$ cat src/pkg/throttle_pkg.sv
// Purpose: shared constants for the throttle mode and position calibration block
// Assumes: voltages in signed millivolts, positions in hundredths of a percent
// Notes:   settle delays arrive in milliseconds, counted on a 1 ms prescaler tick

package throttle_pkg;

  // ==========================================================================
  // widths
  localparam int VOLT_W  = 16;
  localparam int DELAY_W = 16;
  localparam int POS_W   = 16;
  localparam int NUM_W   = 32;

  // ==========================================================================
  // operating mode codes on requested_op_state and current_op_state
  localparam logic [1:0] MODE_IDLE     = 2'h0;
  localparam logic [1:0] MODE_POS_CAL  = 2'h1;
  localparam logic [1:0] MODE_CTRL_CAL = 2'h2;
  localparam logic [1:0] MODE_CONTROL  = 2'h3;

  // ==========================================================================
  // timing: one settle tick per millisecond
  localparam int CLK_PERIOD_NS   = 10;
  localparam int TICK_TIME_NS    = 1000000;
  localparam int TICK_CYCLES_DEF = TICK_TIME_NS / CLK_PERIOD_NS;

  // ==========================================================================
  // values
  localparam logic signed [VOLT_W-1:0] DRIVE_OFF     = 16'sh0000;  // 0 V
  localparam logic signed [VOLT_W-1:0] RANGE_MIN_RST = 16'sh0000;  // 0 V
  localparam logic signed [VOLT_W-1:0] RANGE_MAX_RST = 16'sh1388;  // 5 V
  localparam logic [POS_W-1:0]         FULL_TRAVEL   = 16'h2710;   // 100.00 %
  localparam int                       CTRL_GAIN_SHIFT = 2;

endpackage

$ cat src/rtl/throttle_channel.sv
// Purpose: throttle channel mode machine and position calibration sequencer
// Assumes: all inputs synchronous to clk_sys; voltages in signed millivolts
// Notes:   lead/lag and full PID are replaced by a proportional term
`timescale 1ns/1ns

module throttle_channel #(
  parameter int TICK_CYCLES = throttle_pkg::TICK_CYCLES_DEF
) (
  // clock, reset, enable
  input  wire logic                                  clk_sys,
  input  wire logic                                  rst_n,
  input  wire logic                                  clk_en,
  // mode
  input  wire logic [1:0]                            requested_op_state,
  output logic [1:0]                                 current_op_state,
  // sensor selection and capture
  input  wire logic                                  sensor_swap_select,
  input  wire logic                                  capture_strobe,
  input  wire logic signed [throttle_pkg::VOLT_W-1:0] cal_in_range_min,
  input  wire logic signed [throttle_pkg::VOLT_W-1:0] cal_in_range_max,
  // control inputs
  input  wire logic [15:0]                           pwm_switch_rate,
  input  wire logic [throttle_pkg::POS_W-1:0]        target_position,
  // sensors
  input  wire logic signed [throttle_pkg::VOLT_W-1:0] sense_input_a,
  input  wire logic signed [throttle_pkg::VOLT_W-1:0] sense_input_b,
  // calibration settings
  input  wire logic [throttle_pkg::DELAY_W-1:0]      start_settle_delay,
  input  wire logic [throttle_pkg::DELAY_W-1:0]      post_up_settle_delay,
  input  wire logic [throttle_pkg::DELAY_W-1:0]      post_down_settle_delay,
  input  wire logic signed [throttle_pkg::VOLT_W-1:0] up_drive_initial,
  input  wire logic signed [throttle_pkg::VOLT_W-1:0] down_drive_initial,
  input  wire logic signed [throttle_pkg::VOLT_W-1:0] up_drive_step,
  input  wire logic signed [throttle_pkg::VOLT_W-1:0] down_drive_step,
  input  wire logic signed [throttle_pkg::VOLT_W-1:0] up_drive_limit,
  input  wire logic signed [throttle_pkg::VOLT_W-1:0] down_drive_limit,
  input  wire logic signed [throttle_pkg::VOLT_W-1:0] travel_min_change,
  // motor drive
  output logic signed [throttle_pkg::VOLT_W-1:0]     motor_drive,
  output logic [15:0]                                drive_pwm_rate,
  // position and calibration results
  output logic [throttle_pkg::POS_W-1:0]             primary_position,
  output logic signed [throttle_pkg::VOLT_W-1:0]     captured_position,
  output logic signed [throttle_pkg::VOLT_W-1:0]     range_min_out,
  output logic signed [throttle_pkg::VOLT_W-1:0]     range_max_out,
  output logic                                       pos_cal_complete
);

  localparam int VW = throttle_pkg::VOLT_W;

  typedef enum logic [3:0] {
    ST_IDLE     = 4'b0001,
    ST_POS_CAL  = 4'b0010,
    ST_CTRL_CAL = 4'b0100,
    ST_CONTROL  = 4'b1000
  } op_state_e;

  typedef enum logic [5:0] {
    CAL_OFF         = 6'b000001,
    CAL_START_WAIT  = 6'b000010,
    CAL_UP          = 6'b000100,
    CAL_UP_SETTLE   = 6'b001000,
    CAL_DOWN        = 6'b010000,
    CAL_DOWN_SETTLE = 6'b100000
  } cal_state_e;

  op_state_e                op_q;
  cal_state_e               cal_q;
  logic [1:0]               req_prev_q;
  logic                     swap_q;
  logic signed [VW-1:0]     range_min_q;
  logic signed [VW-1:0]     range_max_q;
  logic signed [VW-1:0]     captured_q;
  logic signed [VW-1:0]     cal_drive_q;
  logic signed [VW-1:0]     step_sum_q;
  logic signed [VW-1:0]     last_v_q;
  logic signed [VW-1:0]     up_end_v_q;
  logic signed [VW-1:0]     motor_drive_q;
  logic [15:0]              pwm_rate_q;
  logic [throttle_pkg::POS_W-1:0] position_q;
  logic                     complete_q;
  logic                     pass_done;
  logic                     tmr_load;
  logic [throttle_pkg::DELAY_W-1:0] tmr_ms;
  logic                     tick;
  logic                     tmr_expired;
  logic signed [VW-1:0]     prim_v;
  logic signed [VW:0]       moved;
  logic signed [VW:0]       next_sum;
  logic signed [VW:0]       span;
  logic signed [VW:0]       off;
  logic [VW-1:0]            span_abs;
  logic [VW-1:0]            off_clamp;
  logic [throttle_pkg::NUM_W-1:0] numer;
  logic                     div_busy;
  logic                     div_done;
  logic [throttle_pkg::NUM_W-1:0] quot;
  logic signed [VW+1:0]     pos_err;
  logic signed [VW+1:0]     ctrl_drive;

  // ==========================================================================
  // primary sensor selection
  assign prim_v = swap_q ? sense_input_b : sense_input_a;

  // swap select and calibration inputs taken only on capture, never in control
  always_ff @(posedge clk_sys) begin
    if (!rst_n) begin
      swap_q     <= 1'b0;
      captured_q <= throttle_pkg::DRIVE_OFF;
    end else if (clk_en && capture_strobe && op_q != ST_CONTROL) begin
      swap_q     <= sensor_swap_select;
      captured_q <= prim_v;
    end
  end

  // active calibration output: from capture, or learned at end of a pass
  always_ff @(posedge clk_sys) begin
    if (!rst_n) begin
      range_min_q <= throttle_pkg::RANGE_MIN_RST;
      range_max_q <= throttle_pkg::RANGE_MAX_RST;
    end else if (clk_en) begin
      if (capture_strobe && op_q != ST_CONTROL) begin
        range_min_q <= cal_in_range_min;
        range_max_q <= cal_in_range_max;
      end else if (pass_done) begin
        range_min_q <= prim_v;
        range_max_q <= up_end_v_q;
      end
    end
  end

  // ==========================================================================
  // operating mode machine
  always_ff @(posedge clk_sys) begin
    if (!rst_n) begin
      op_q       <= ST_IDLE;
      req_prev_q <= throttle_pkg::MODE_IDLE;
    end else if (clk_en) begin
      req_prev_q <= requested_op_state;
      unique case (op_q)
        ST_IDLE: begin
          if (requested_op_state == throttle_pkg::MODE_POS_CAL) begin
            op_q <= ST_POS_CAL;
          end else if (requested_op_state == throttle_pkg::MODE_CONTROL) begin
            op_q <= ST_CONTROL;
          end else if (requested_op_state == throttle_pkg::MODE_CTRL_CAL &&
                       req_prev_q != throttle_pkg::MODE_CTRL_CAL) begin
            op_q <= ST_CTRL_CAL;
          end
        end
        ST_POS_CAL: begin
          if (requested_op_state == throttle_pkg::MODE_IDLE) begin
            op_q <= ST_IDLE;
          end else if (pass_done && requested_op_state == throttle_pkg::MODE_CONTROL) begin
            op_q <= ST_CONTROL;
          end else if (pass_done && requested_op_state != throttle_pkg::MODE_POS_CAL) begin
            op_q <= ST_IDLE;
          end
        end
        ST_CTRL_CAL: begin
          op_q <= ST_IDLE;
        end
        ST_CONTROL: begin
          if (requested_op_state == throttle_pkg::MODE_IDLE) begin
            op_q <= ST_IDLE;
          end
        end
        default: begin
          op_q <= ST_IDLE;
        end
      endcase
    end
  end

  // reported mode code
  always_ff @(posedge clk_sys) begin
    if (!rst_n) begin
      current_op_state <= throttle_pkg::MODE_IDLE;
    end else if (clk_en) begin
      unique case (op_q)
        ST_POS_CAL:  current_op_state <= throttle_pkg::MODE_POS_CAL;
        ST_CTRL_CAL: current_op_state <= throttle_pkg::MODE_CTRL_CAL;
        ST_CONTROL:  current_op_state <= throttle_pkg::MODE_CONTROL;
        default:     current_op_state <= throttle_pkg::MODE_IDLE;
      endcase
    end
  end

  // ==========================================================================
  // settle timer on a millisecond tick
  settle_timer #(
    .TICK_CYCLES (TICK_CYCLES),
    .DELAY_W     (throttle_pkg::DELAY_W)
  ) u_timer (
    .clk_sys (clk_sys),
    .rst_n   (rst_n),
    .clk_en  (clk_en),
    .load    (tmr_load),
    .load_ms (tmr_ms),
    .tick    (tick),
    .expired (tmr_expired)
  );

  // step arithmetic and movement since the last tick
  always_comb begin
    tmr_load = 1'b0;
    tmr_ms   = start_settle_delay;
    if (cal_q == CAL_UP) begin
      moved    = {prim_v[VW-1], prim_v} - {last_v_q[VW-1], last_v_q};
      next_sum = {step_sum_q[VW-1], step_sum_q} + {up_drive_step[VW-1], up_drive_step};
    end else begin
      moved    = {last_v_q[VW-1], last_v_q} - {prim_v[VW-1], prim_v};
      next_sum = {step_sum_q[VW-1], step_sum_q} + {down_drive_step[VW-1], down_drive_step};
    end
    if (cal_q == CAL_OFF && op_q == ST_POS_CAL) begin
      tmr_load = 1'b1;
    end
    if (cal_q == CAL_UP && tick && moved < {travel_min_change[VW-1], travel_min_change} &&
        next_sum >= {up_drive_limit[VW-1], up_drive_limit}) begin
      tmr_load = 1'b1;
      tmr_ms   = post_up_settle_delay;
    end
    if (cal_q == CAL_DOWN && tick && moved < {travel_min_change[VW-1], travel_min_change} &&
        next_sum <= {down_drive_limit[VW-1], down_drive_limit}) begin
      tmr_load = 1'b1;
      tmr_ms   = post_down_settle_delay;
    end
  end

  assign pass_done = (cal_q == CAL_DOWN_SETTLE) && tmr_expired && op_q == ST_POS_CAL;

  // ==========================================================================
  // calibration sequencer, runs only while the mode is position calibration
  always_ff @(posedge clk_sys) begin
    if (!rst_n) begin
      cal_q       <= CAL_OFF;
      cal_drive_q <= throttle_pkg::DRIVE_OFF;
      step_sum_q  <= throttle_pkg::DRIVE_OFF;
      last_v_q    <= throttle_pkg::DRIVE_OFF;
      up_end_v_q  <= throttle_pkg::RANGE_MAX_RST;
    end else if (clk_en) begin
      if (op_q != ST_POS_CAL) begin
        cal_q       <= CAL_OFF;
        cal_drive_q <= throttle_pkg::DRIVE_OFF;
      end else begin
        unique case (cal_q)
          CAL_OFF: begin
            cal_q <= CAL_START_WAIT;
          end
          CAL_START_WAIT: begin
            if (tmr_expired) begin
              cal_q       <= CAL_UP;
              cal_drive_q <= up_drive_initial;
              step_sum_q  <= throttle_pkg::DRIVE_OFF;
              last_v_q    <= prim_v;
            end
          end
          CAL_UP: begin
            if (tick) begin
              last_v_q <= prim_v;
              if (moved < {travel_min_change[VW-1], travel_min_change}) begin
                if (next_sum >= {up_drive_limit[VW-1], up_drive_limit}) begin
                  cal_q       <= CAL_UP_SETTLE;
                  cal_drive_q <= throttle_pkg::DRIVE_OFF;
                  up_end_v_q  <= prim_v;
                end else begin
                  cal_drive_q <= cal_drive_q + up_drive_step;
                  step_sum_q  <= next_sum[VW-1:0];
                end
              end
            end
          end
          CAL_UP_SETTLE: begin
            if (tmr_expired) begin
              cal_q       <= CAL_DOWN;
              cal_drive_q <= down_drive_initial;
              step_sum_q  <= throttle_pkg::DRIVE_OFF;
              last_v_q    <= prim_v;
            end
          end
          CAL_DOWN: begin
            if (tick) begin
              last_v_q <= prim_v;
              if (moved < {travel_min_change[VW-1], travel_min_change}) begin
                if (next_sum <= {down_drive_limit[VW-1], down_drive_limit}) begin
                  cal_q       <= CAL_DOWN_SETTLE;
                  cal_drive_q <= throttle_pkg::DRIVE_OFF;
                end else begin
                  cal_drive_q <= cal_drive_q + down_drive_step;
                  step_sum_q  <= next_sum[VW-1:0];
                end
              end
            end
          end
          CAL_DOWN_SETTLE: begin
            if (tmr_expired) begin
              cal_q       <= CAL_UP;
              cal_drive_q <= up_drive_initial;
              step_sum_q  <= throttle_pkg::DRIVE_OFF;
              last_v_q    <= prim_v;
            end
          end
          default: begin
            cal_q <= CAL_OFF;
          end
        endcase
      end
    end
  end

  // completion flag held until a new position calibration reaches its start settle wait
  always_ff @(posedge clk_sys) begin
    if (!rst_n) begin
      complete_q <= 1'b0;
    end else if (clk_en) begin
      if (pass_done) begin
        complete_q <= 1'b1;
      end else if (op_q == ST_POS_CAL && cal_q == CAL_START_WAIT) begin
        complete_q <= 1'b0;
      end
    end
  end

  // ==========================================================================
  // primary position from the active calibration output
  always_comb begin
    span = {range_max_q[VW-1], range_max_q} - {range_min_q[VW-1], range_min_q};
    off  = {prim_v[VW-1], prim_v} - {range_min_q[VW-1], range_min_q};
    if (span < 0) begin
      span = -span;
      off  = -off;
    end
    span_abs = span[VW-1:0];
    if (off < 0) begin
      off_clamp = '0;
    end else if (off[VW-1:0] > span_abs) begin
      off_clamp = span_abs;
    end else begin
      off_clamp = off[VW-1:0];
    end
    numer = 32'(off_clamp) * 32'(throttle_pkg::FULL_TRAVEL);
  end

  pos_divider #(
    .NUM_W (throttle_pkg::NUM_W),
    .DEN_W (VW)
  ) u_div (
    .clk_sys (clk_sys),
    .rst_n   (rst_n),
    .clk_en  (clk_en),
    .start   (!div_busy),
    .numer   (numer),
    .denom   (span_abs),
    .busy    (div_busy),
    .done    (div_done),
    .quot    (quot)
  );

  always_ff @(posedge clk_sys) begin
    if (!rst_n) begin
      position_q <= '0;
    end else if (clk_en && div_done) begin
      position_q <= quot[throttle_pkg::POS_W-1:0];
    end
  end

  // ==========================================================================
  // proportional regulation toward the percent setpoint
  assign pos_err    = $signed({2'b00, target_position}) - $signed({2'b00, position_q});
  assign ctrl_drive = pos_err >>> throttle_pkg::CTRL_GAIN_SHIFT;

  // motor drive selected by mode
  always_ff @(posedge clk_sys) begin
    if (!rst_n) begin
      motor_drive_q <= throttle_pkg::DRIVE_OFF;
      pwm_rate_q    <= 16'h0000;
    end else if (clk_en) begin
      pwm_rate_q <= pwm_switch_rate;
      unique case (op_q)
        ST_POS_CAL: motor_drive_q <= cal_drive_q;
        ST_CONTROL: motor_drive_q <= ctrl_drive[VW-1:0];
        default:    motor_drive_q <= throttle_pkg::DRIVE_OFF;
      endcase
    end
  end

  // ==========================================================================
  // outputs
  assign motor_drive       = motor_drive_q;
  assign drive_pwm_rate    = pwm_rate_q;
  assign primary_position  = position_q;
  assign captured_position = captured_q;
  assign range_min_out     = range_min_q;
  assign range_max_out     = range_max_q;
  assign pos_cal_complete  = complete_q;

endmodule

$ cat src/rtl/settle_timer.sv
// Purpose: millisecond prescaler and settle countdown
// Assumes: load has priority over counting
// Notes:   expired is high whenever no time remains and no load is applied
`timescale 1ns/1ns

module settle_timer #(
  parameter int TICK_CYCLES = throttle_pkg::TICK_CYCLES_DEF,
  parameter int DELAY_W     = throttle_pkg::DELAY_W
) (
  // clock and reset
  input  wire logic               clk_sys,
  input  wire logic               rst_n,
  input  wire logic               clk_en,
  // control
  input  wire logic               load,
  input  wire logic [DELAY_W-1:0] load_ms,
  // status
  output logic                    tick,
  output logic                    expired
);

  logic [31:0]        pre_q;
  logic [DELAY_W-1:0] remain_q;

  // ==========================================================================
  // prescaler: one tick pulse per millisecond
  always_ff @(posedge clk_sys) begin
    if (!rst_n) begin
      pre_q <= 32'h0;
      tick  <= 1'b0;
    end else if (clk_en) begin
      tick  <= (pre_q == 32'(TICK_CYCLES - 1));
      pre_q <= (pre_q == 32'(TICK_CYCLES - 1)) ? 32'h0 : pre_q + 32'h1;
    end
  end

  // countdown of whole milliseconds
  always_ff @(posedge clk_sys) begin
    if (!rst_n) begin
      remain_q <= '0;
    end else if (clk_en) begin
      if (load) begin
        remain_q <= load_ms;
      end else if (tick && remain_q != '0) begin
        remain_q <= remain_q - 1'b1;
      end
    end
  end

  assign expired = (remain_q == '0) && !load;

endmodule

$ cat src/rtl/pos_divider.sv
// Purpose: restoring divider turning sensor offset into travel fraction
// Assumes: start is ignored while busy
// Notes:   zero divisor gives a zero quotient
`timescale 1ns/1ns

module pos_divider #(
  parameter int NUM_W = throttle_pkg::NUM_W,
  parameter int DEN_W = throttle_pkg::VOLT_W
) (
  // clock and reset
  input  wire logic             clk_sys,
  input  wire logic             rst_n,
  input  wire logic             clk_en,
  // operands
  input  wire logic             start,
  input  wire logic [NUM_W-1:0] numer,
  input  wire logic [DEN_W-1:0] denom,
  // result
  output logic                  busy,
  output logic                  done,
  output logic [NUM_W-1:0]      quot
);

  logic [NUM_W-1:0] rem_q;
  logic [DEN_W-1:0] den_q;
  logic [5:0]       cnt_q;
  logic [NUM_W:0]   trial;

  // one quotient bit per cycle
  assign trial = {rem_q, quot[NUM_W-1]} - {{(NUM_W+1-DEN_W){1'b0}}, den_q};

  always_ff @(posedge clk_sys) begin
    if (!rst_n) begin
      rem_q <= '0;
      den_q <= '0;
      cnt_q <= 6'h00;
      quot  <= '0;
      busy  <= 1'b0;
      done  <= 1'b0;
    end else if (clk_en) begin
      done <= 1'b0;
      if (!busy && start) begin
        rem_q <= '0;
        den_q <= denom;
        quot  <= numer;
        cnt_q <= 6'(NUM_W);
        busy  <= (denom != '0);
        done  <= (denom == '0);
        if (denom == '0) begin
          quot <= '0;
        end
      end else if (busy) begin
        if (!trial[NUM_W]) begin
          rem_q <= trial[NUM_W-1:0];
          quot  <= {quot[NUM_W-2:0], 1'b1};
        end else begin
          rem_q <= {rem_q[NUM_W-2:0], quot[NUM_W-1]};
          quot  <= {quot[NUM_W-2:0], 1'b0};
        end
        cnt_q <= cnt_q - 6'h01;
        if (cnt_q == 6'h01) begin
          busy <= 1'b0;
          done <= 1'b1;
        end
      end
    end
  end

endmodule

$ cat config.mk
export PLATFORM = sky130hd
export DESIGN_NAME = throttle_channel
export DESIGN_NICKNAME = d
export VERILOG_FILES = /design/src/pkg/throttle_pkg.sv /design/src/rtl/throttle_channel.sv /design/src/rtl/settle_timer.sv /design/src/rtl/pos_divider.sv
export SDC_FILE = /design/constraint.sdc
export NUM_CORES = 1
export LEC_CHECK = 0
export BUFFER_PORTS_ARGS = -buffer_cell sky130_fd_sc_hd__buf_2
export CAP_MARGIN = 10
export CORE_MARGIN = 2
export CORE_UTILIZATION = 40
export CTS_CLUSTER_DIAMETER = 40
export DETAILED_ROUTE_END_ITERATION = 6
export MAX_ROUTING_LAYER = met4
export PLACE_DENSITY = 0.58
export SLEW_MARGIN = 15
export SYNTH_ARGS = -nofsm -noshare
export SYNTH_HDL_FRONTEND = slang
export SYNTH_SLANG_ARGS = --single-unit
$ cat constraint.sdc
create_clock -name clk_sys -period 36.7 [get_ports clk_sys]
set_clock_uncertainty 0.05 [all_clocks]
set_input_delay 7.34 -clock clk_sys [delete_from_list [all_inputs] [get_ports clk_sys]]
set_output_delay 7.34 -clock clk_sys [all_outputs]
set_load 0.05 [all_outputs]
-- Word level (Yosys, flattened, before mapping)
Index checks and enable logic that the tools add are counted.
- input port bits: 263
- output and inout bits: 99
- word-level logic and storage cells: 203
- register bits after elaboration: 313
- bitwise logic cells: 2
- order comparisons: 6
- add/subtract/negate cells: 15
- muxes and demuxes: 72
- reduce and logical (&&, ||, !) cells: 44
- multiply operators: 1
- equality and inequality tests: 38
- operators with widths (cell ; number):
    2-to-1 mux 16 bit ; 30
    2-to-1 mux 32 bit ; 4
    subtractor 16 x 16 -> 17 bit ; 5
    case mux 16 bit (2 select lines) ; 2
    case mux 16 bit (4 select lines) ; 1
    2-to-1 mux 6 bit ; 10
    2-to-1 mux 17 bit ; 3
    case mux 16 bit (3 select lines) ; 1
    adder 16 x 16 -> 17 bit ; 2
    less-than comparator 17 x 1 -> 1 bit (second input constant) ; 2
    subtractor 33 x 16 -> 33 bit ; 1
    adder 16 bit ; 2
    adder 32 x 1 -> 32 bit (second input constant) ; 1
    == test 32 x 17 -> 1 bit (second input constant) ; 1
    zero test 16 bit ; 2
    nonzero test 16 bit ; 2
    2-to-1 mux 30 bit ; 1
    case mux 6 bit (5 select lines) ; 1
    2-to-1 mux 4 bit ; 7
    multiplier 16 x 10 -> 26 bit (second input constant) ; 1
    inequality test 3 x 1 -> 1 bit (second input constant) ; 7
    logical AND 1 bit ; 19
    >= comparator 17 bit ; 1
    <= comparator 17 bit ; 1
    41 further kinds ; 71

-- Logic depth before layout (Yosys ltp)
- depth after elaboration: 17
- depth in mapped cells: 47
- depth with buffers taken out: 44

-- Hierarchy
From an unflattened synthesis, not the netlist that was laid out.
- cells, all modules: 3307
- area total of the unflattened synthesis: 26286.5 um^2
- modules (own cells, without submodules) (module ; area an instance (um^2) ; cells an instance ; instances ; seq. area each (um^2)):
    throttle_channel ; 18821.8 ; 2415 ; 1 ; 3523.4
    pos_divider ; 4845.9 ; 563 ; 1 ; 1761.7
    settle_timer ; 2618.8 ; 329 ; 1 ; 980.9

-- Worst setup path before layout
Ideal clock, no wire load.
- kind: input -> register
- start point: input sense_input_b[1] (netlist name)
- end point: register u_div.quot[28]
- library setup time: 0.129 ns
- stages: 42
- arrival: 16.903 ns
- required time: 36.521 ns
- path slack: 19.619 ns
- buffers on the path: 2
- cells stage by stage: mux2i_1 inv_1 ha_1 nor2b_1 o2111a_1 a311oi_1 nand3_1 nor4b_2 nand2_1 or3_1 o31a_1 xor2_1 ha_1 and3_1 nand3_1 inv_1 nand3_1 nor2b_1 [... 6 more ...] a21oi_1 fa_1 ha_1 inv_1 fa_1 inv_1 ha_1 fa_1 ha_1 a2111oi_0 o211ai_1 a31oi_1 nand3_1 and3_1 or3_1 a21oi_1 xor2_1 o31ai_2
- word-level cells in the longest chain between the ends: 10
- elaborated cells between the ends (all ways): 11
- those cells by class: add/sub: 2; mul: 1; order compare: 2; mux: 6
- RTL lines (what ; RTL line ; text):
    start: declaration ; throttle_channel.sv:26 ; input wire logic signed [throttle_pkg::VOLT_W-1:0] sense_input_b,
    2-to-1 mux 16 bit (*) ; throttle_channel.sv:103 ; assign prim_v = swap_q ? sense_input_b : sense_input_a;
    net prim_v[1] ; throttle_channel.sv:87 ; logic signed [VW-1:0] prim_v;
    subtractor 16 x 16 -> 17 bit (*) ; throttle_channel.sv:328 ; off = {prim_v[VW-1], prim_v} - {range_min_q[VW-1], range_min_q};
    negation 17 bit ; throttle_channel.sv:331 ; off = -off;
    2-to-1 mux 17 bit (*) ; throttle_channel.sv:329 ; if (span < 0) begin
    greater-than comparator 16 bit ; throttle_channel.sv:336 ; end else if (off[VW-1:0] > span_abs) begin
    2-to-1 mux 16 bit ; throttle_channel.sv:336 ;
    2-to-1 mux 16 bit (*) ; throttle_channel.sv:334 ; if (off < 0) begin
    multiplier 16 x 10 -> 26 bit (*) ; throttle_channel.sv:341 ; numer = 32'(off_clamp) * 32'(throttle_pkg::FULL_TRAVEL);
    2-to-1 mux 30 bit (*) ; pos_divider.sv:49 ; if (denom == '0) begin
    2-to-1 mux 32 bit (*) ; pos_divider.sv:42 ; if (!busy && start) begin
    end signal: assignment ; pos_divider.sv:45 ; quot <= numer;
    end signal: assignment ; pos_divider.sv:55 ; quot <= {quot[NUM_W-2:0], 1'b1};
    end signal: assignment ; pos_divider.sv:58 ; quot <= {quot[NUM_W-2:0], 1'b0};
    end: declaration ; pos_divider.sv:21 ; output logic [NUM_W-1:0] quot
Mark *: on every way through the listed nets, which the timed path passes. The rest lies on a longest branch.
A chain may end at the register's enable or synchronous reset.

-- Final worst setup path
- start point: input sense_input_b[8] (netlist name)
- end point: register u_div.quot[28]
Same word-level chain as after synthesis.

==> metrics.txt <==
outcome finished clean; Slew @ Worst Pin 1.09 ns; crit-path max FO 20; CP Data Arrival Time 18.11 ns; initial antenna violation count 0; Via density 5.43; Hold Path Cell Cnt 2; # IOs 362; Netlist Area Pre-Place 25800 um2; mux contribution to synthesized area 3.72%; FILL cells 6437; Sink Count 313; RR Startpoint swap_q; count of final setup violators 0; depth of the CTS H-tree 3; Synth Area in Simple Gates 20.9%; fin nets 4240; RSZ-0062 raised after global routing false; crit path max-delay cell type o22ai_2; leak pwr 0.0139 uW; most frequent cells in the layout 405 x nand2_1, 360 x buf_2, 313 x dfxtp_1; postcts setup bufs 0; Die H 258 um; multi-input logic area 18000 um2; largest family of logic cells by synthesized area compound AO/OA/AOI/OAI gates; largest net degree at the start of global routing 89; maximum VDD drop 0.000172 V; final hold viol count 0; die width 258 um; Ant. Diodes 0; Pins Over Slew Limit 0; r2r setup slk 24.70 ns; CTS tree yes; hold_buf cts 0; final WL 81100 um; synthesis-to-finish area growth 19.2%; Post-synth EDFFs 0; Hold Path Sink u_div.den_q[8]; CTS buffer count 68; grt ovf 0; adder-cell area share of the yosys netlist 17.0%; final setup TNS 0 ns; Placeable Area 64100 um2; CP max stage delay 0.86 ns; max cap viols 0; GRT Util Overall 24.8%; # DRC 0; Mean Syn Cell Area 7.73 um2; CTS Buffer Depth 3; share of cells above drive strength 1 15.9%; crit path kind input port to register; largest area contributor in the netlist dfxtp_1; first-pass GRT wire length 130000 um; WP data required 37.08 ns; most common cell after layout, fill and taps aside nand2_1; fin crit period 17.73 ns; CTS clk-pin slew, worst paths 0.05 ns; Pre-Repair DR Iteration Count 6; most frequent CP cell ha_1; Initial Utilization 40.2%; type of the worst min-delay path register to register; clock latency on the worst-skew pair 0.60 ns; final hold slack 0.410 ns; area fraction of the dominant cell type after synthesis 24.3%; cell count after synthesis 3339; Post-Synth XOR/XNOR Area 6.51%; top cells by area, synth dfxtp_1 24%, ha_1 14%, nand2_1 5.9%; total die area 66600 um2; post-route ant nets 0; Root Buffer clkbuf_16; Max Freq 56.4 MHz; Register Area 6270 um2; R2R cell count 40; placement row count 93; per-cell routed wire length 17.8 um; startpoint type of the worst setup path input port; R2R Path End u_div.quot[28]; GPL Wtd Cong 0.936; Max-slew headroom 27.0%; Critical Path Sink Type register; port buffer count 361; Primary FF master, synth dfxtp_1; vias in the first global route 23900; Yosys warnings 0; sequential element share of the synthesized area 24.3%; post-DP HPWL 62300 um; Final Cycle Share 48.3%; power density over cell area 113 nW/um2; Yosys cell types 96; Async SR Flop Fraction 0%; post-synthesis compound-gate area fraction 21.3%; via count 24700; DRT iter0 DRCs 1687; post-cts resize count 0; #FFs+latches synth 313; syn nets 3927; Hold Startpoint u_div.den_q[8]
==> area by class of cell <==
type,instances,area share [%]
repair buffers,404,6.93
clock buffers,84,5.99
clock inverters,39,1.46
flip-flops and latches,313,20.4
multi-input cells,2599,58.5
inverters,266,3.27
well taps,855,3.48
==> sequential cells by signal (all words and copies together), names as in the netlist, 2 cells and up <==
name and flops:
captured_position 16, up_end_v_q 16, u_div.quot 32, u_div.cnt_q 6, u_div.den_q 16, primary_position 16
u_timer.remain_q 16, op_q 4, step_sum_q 16, u_timer.pre_q 32, req_prev_q 2, motor_drive 16
last_v_q 16, current_op_state 2, range_max_out 16, range_min_out 16, u_div.rem_q 32, drive_pwm_rate 16
cal_q 6, cal_drive_q 16
==> metrics by stage <==
| stage | total power (uW) | util (%) | setup slack [ns] | area (um2) | cells |
|---|---|---|---|---|---|
| floorplan | 2380 | - | 19.62 | 25800 | 3339 |
| global placement | 2880 | 44.4 | 18.62 | 28500 | 4437 |
| finish | 3480 | 48.0 | 18.97 | 30800 | 4560 |
| detailed placement | 2870 | 44.4 | 18.34 | 28500 | 4437 |
| CTS | 3520 | 48.0 | 18.90 | 30800 | 4560 |
| global route | 3900 | 48.0 | 17.80 | 30800 | 4560 |
==> critical path, delay by kind of cell <==
family / cells / cell delay, ns
xor gates and xnor gates: 3 / 0.50
muxes: 1 / 0.46
buffers and inverters: 5 / 0.41
AOI/OAI and AO/OA: 13 / 4.69
and+or+nand+nor: 11 / 1.66
adders and majority gates: 8 / 3.03
==> how the worst max path moves through the flow <==
stage | start | to | slack (ns) | cells after the start
5_1_grt | sense_input_b[6] | u_div.quot[28] | 17.80 | 41
4_1_cts | sense_input_b[6] | u_div.quot[28] | 18.90 | 41
3_5_place_dp | sense_input_b[6] | u_div.quot[28] | 18.34 | 41
6_report | sense_input_b[8] | u_div.quot[28] | 18.97 | 41
2_1_floorplan | sense_input_b[1] | u_div.quot[28] | 19.62 | 42
3_3_place_gp | sense_input_b[1] | u_div.quot[28] | 18.62 | 42
==> synth_stat cells, types with 55 or more instances <==
master and n:
nand2_1 406, dfxtp_1 313, a21oi_1 288, ha_1 283, nor2_1 278, inv_1 265, o21ai_0 154, clkbuf_1 139
xnor2_1 119, nand3_1 106, mux2i_1 88, a211oi_1 73, xor2_1 71, and3_1 61, nor3_1 55
==> routing by layer <==
layer | wire length, um | track usage [%] | share of wire [%] | vias up
li1 | - | - | - | 12500
met1 | 38400 | 33.0 | 47 | 11500
met2 | 36500 | 39.6 | 45 | 668
met3 | 4560 | 3.53 | 5.6 | 110
met4 | 1650 | 6.01 | 2.0 | 0
met5 | 0 | - | 0 | -
==> kinds of logic after synthesis <==
group / after synthesis
AO/OA/AOI/OAI: 846
AND/OR/NAND/NOR: 1142
multiplexers: 95
flip-flops: 313
buffers and inverters: 427
XOR/XNOR: 191
adder cells (fa/ha/maj): 325
==> where the power goes <==
part           total (uW)  switching, uW  internal [uW]
Combinational        2460           1370           1090
Clock                 613            211            402
Sequential            404           26.7            377
Total                3480           1610           1870
(Power assumes the default switching activity.)
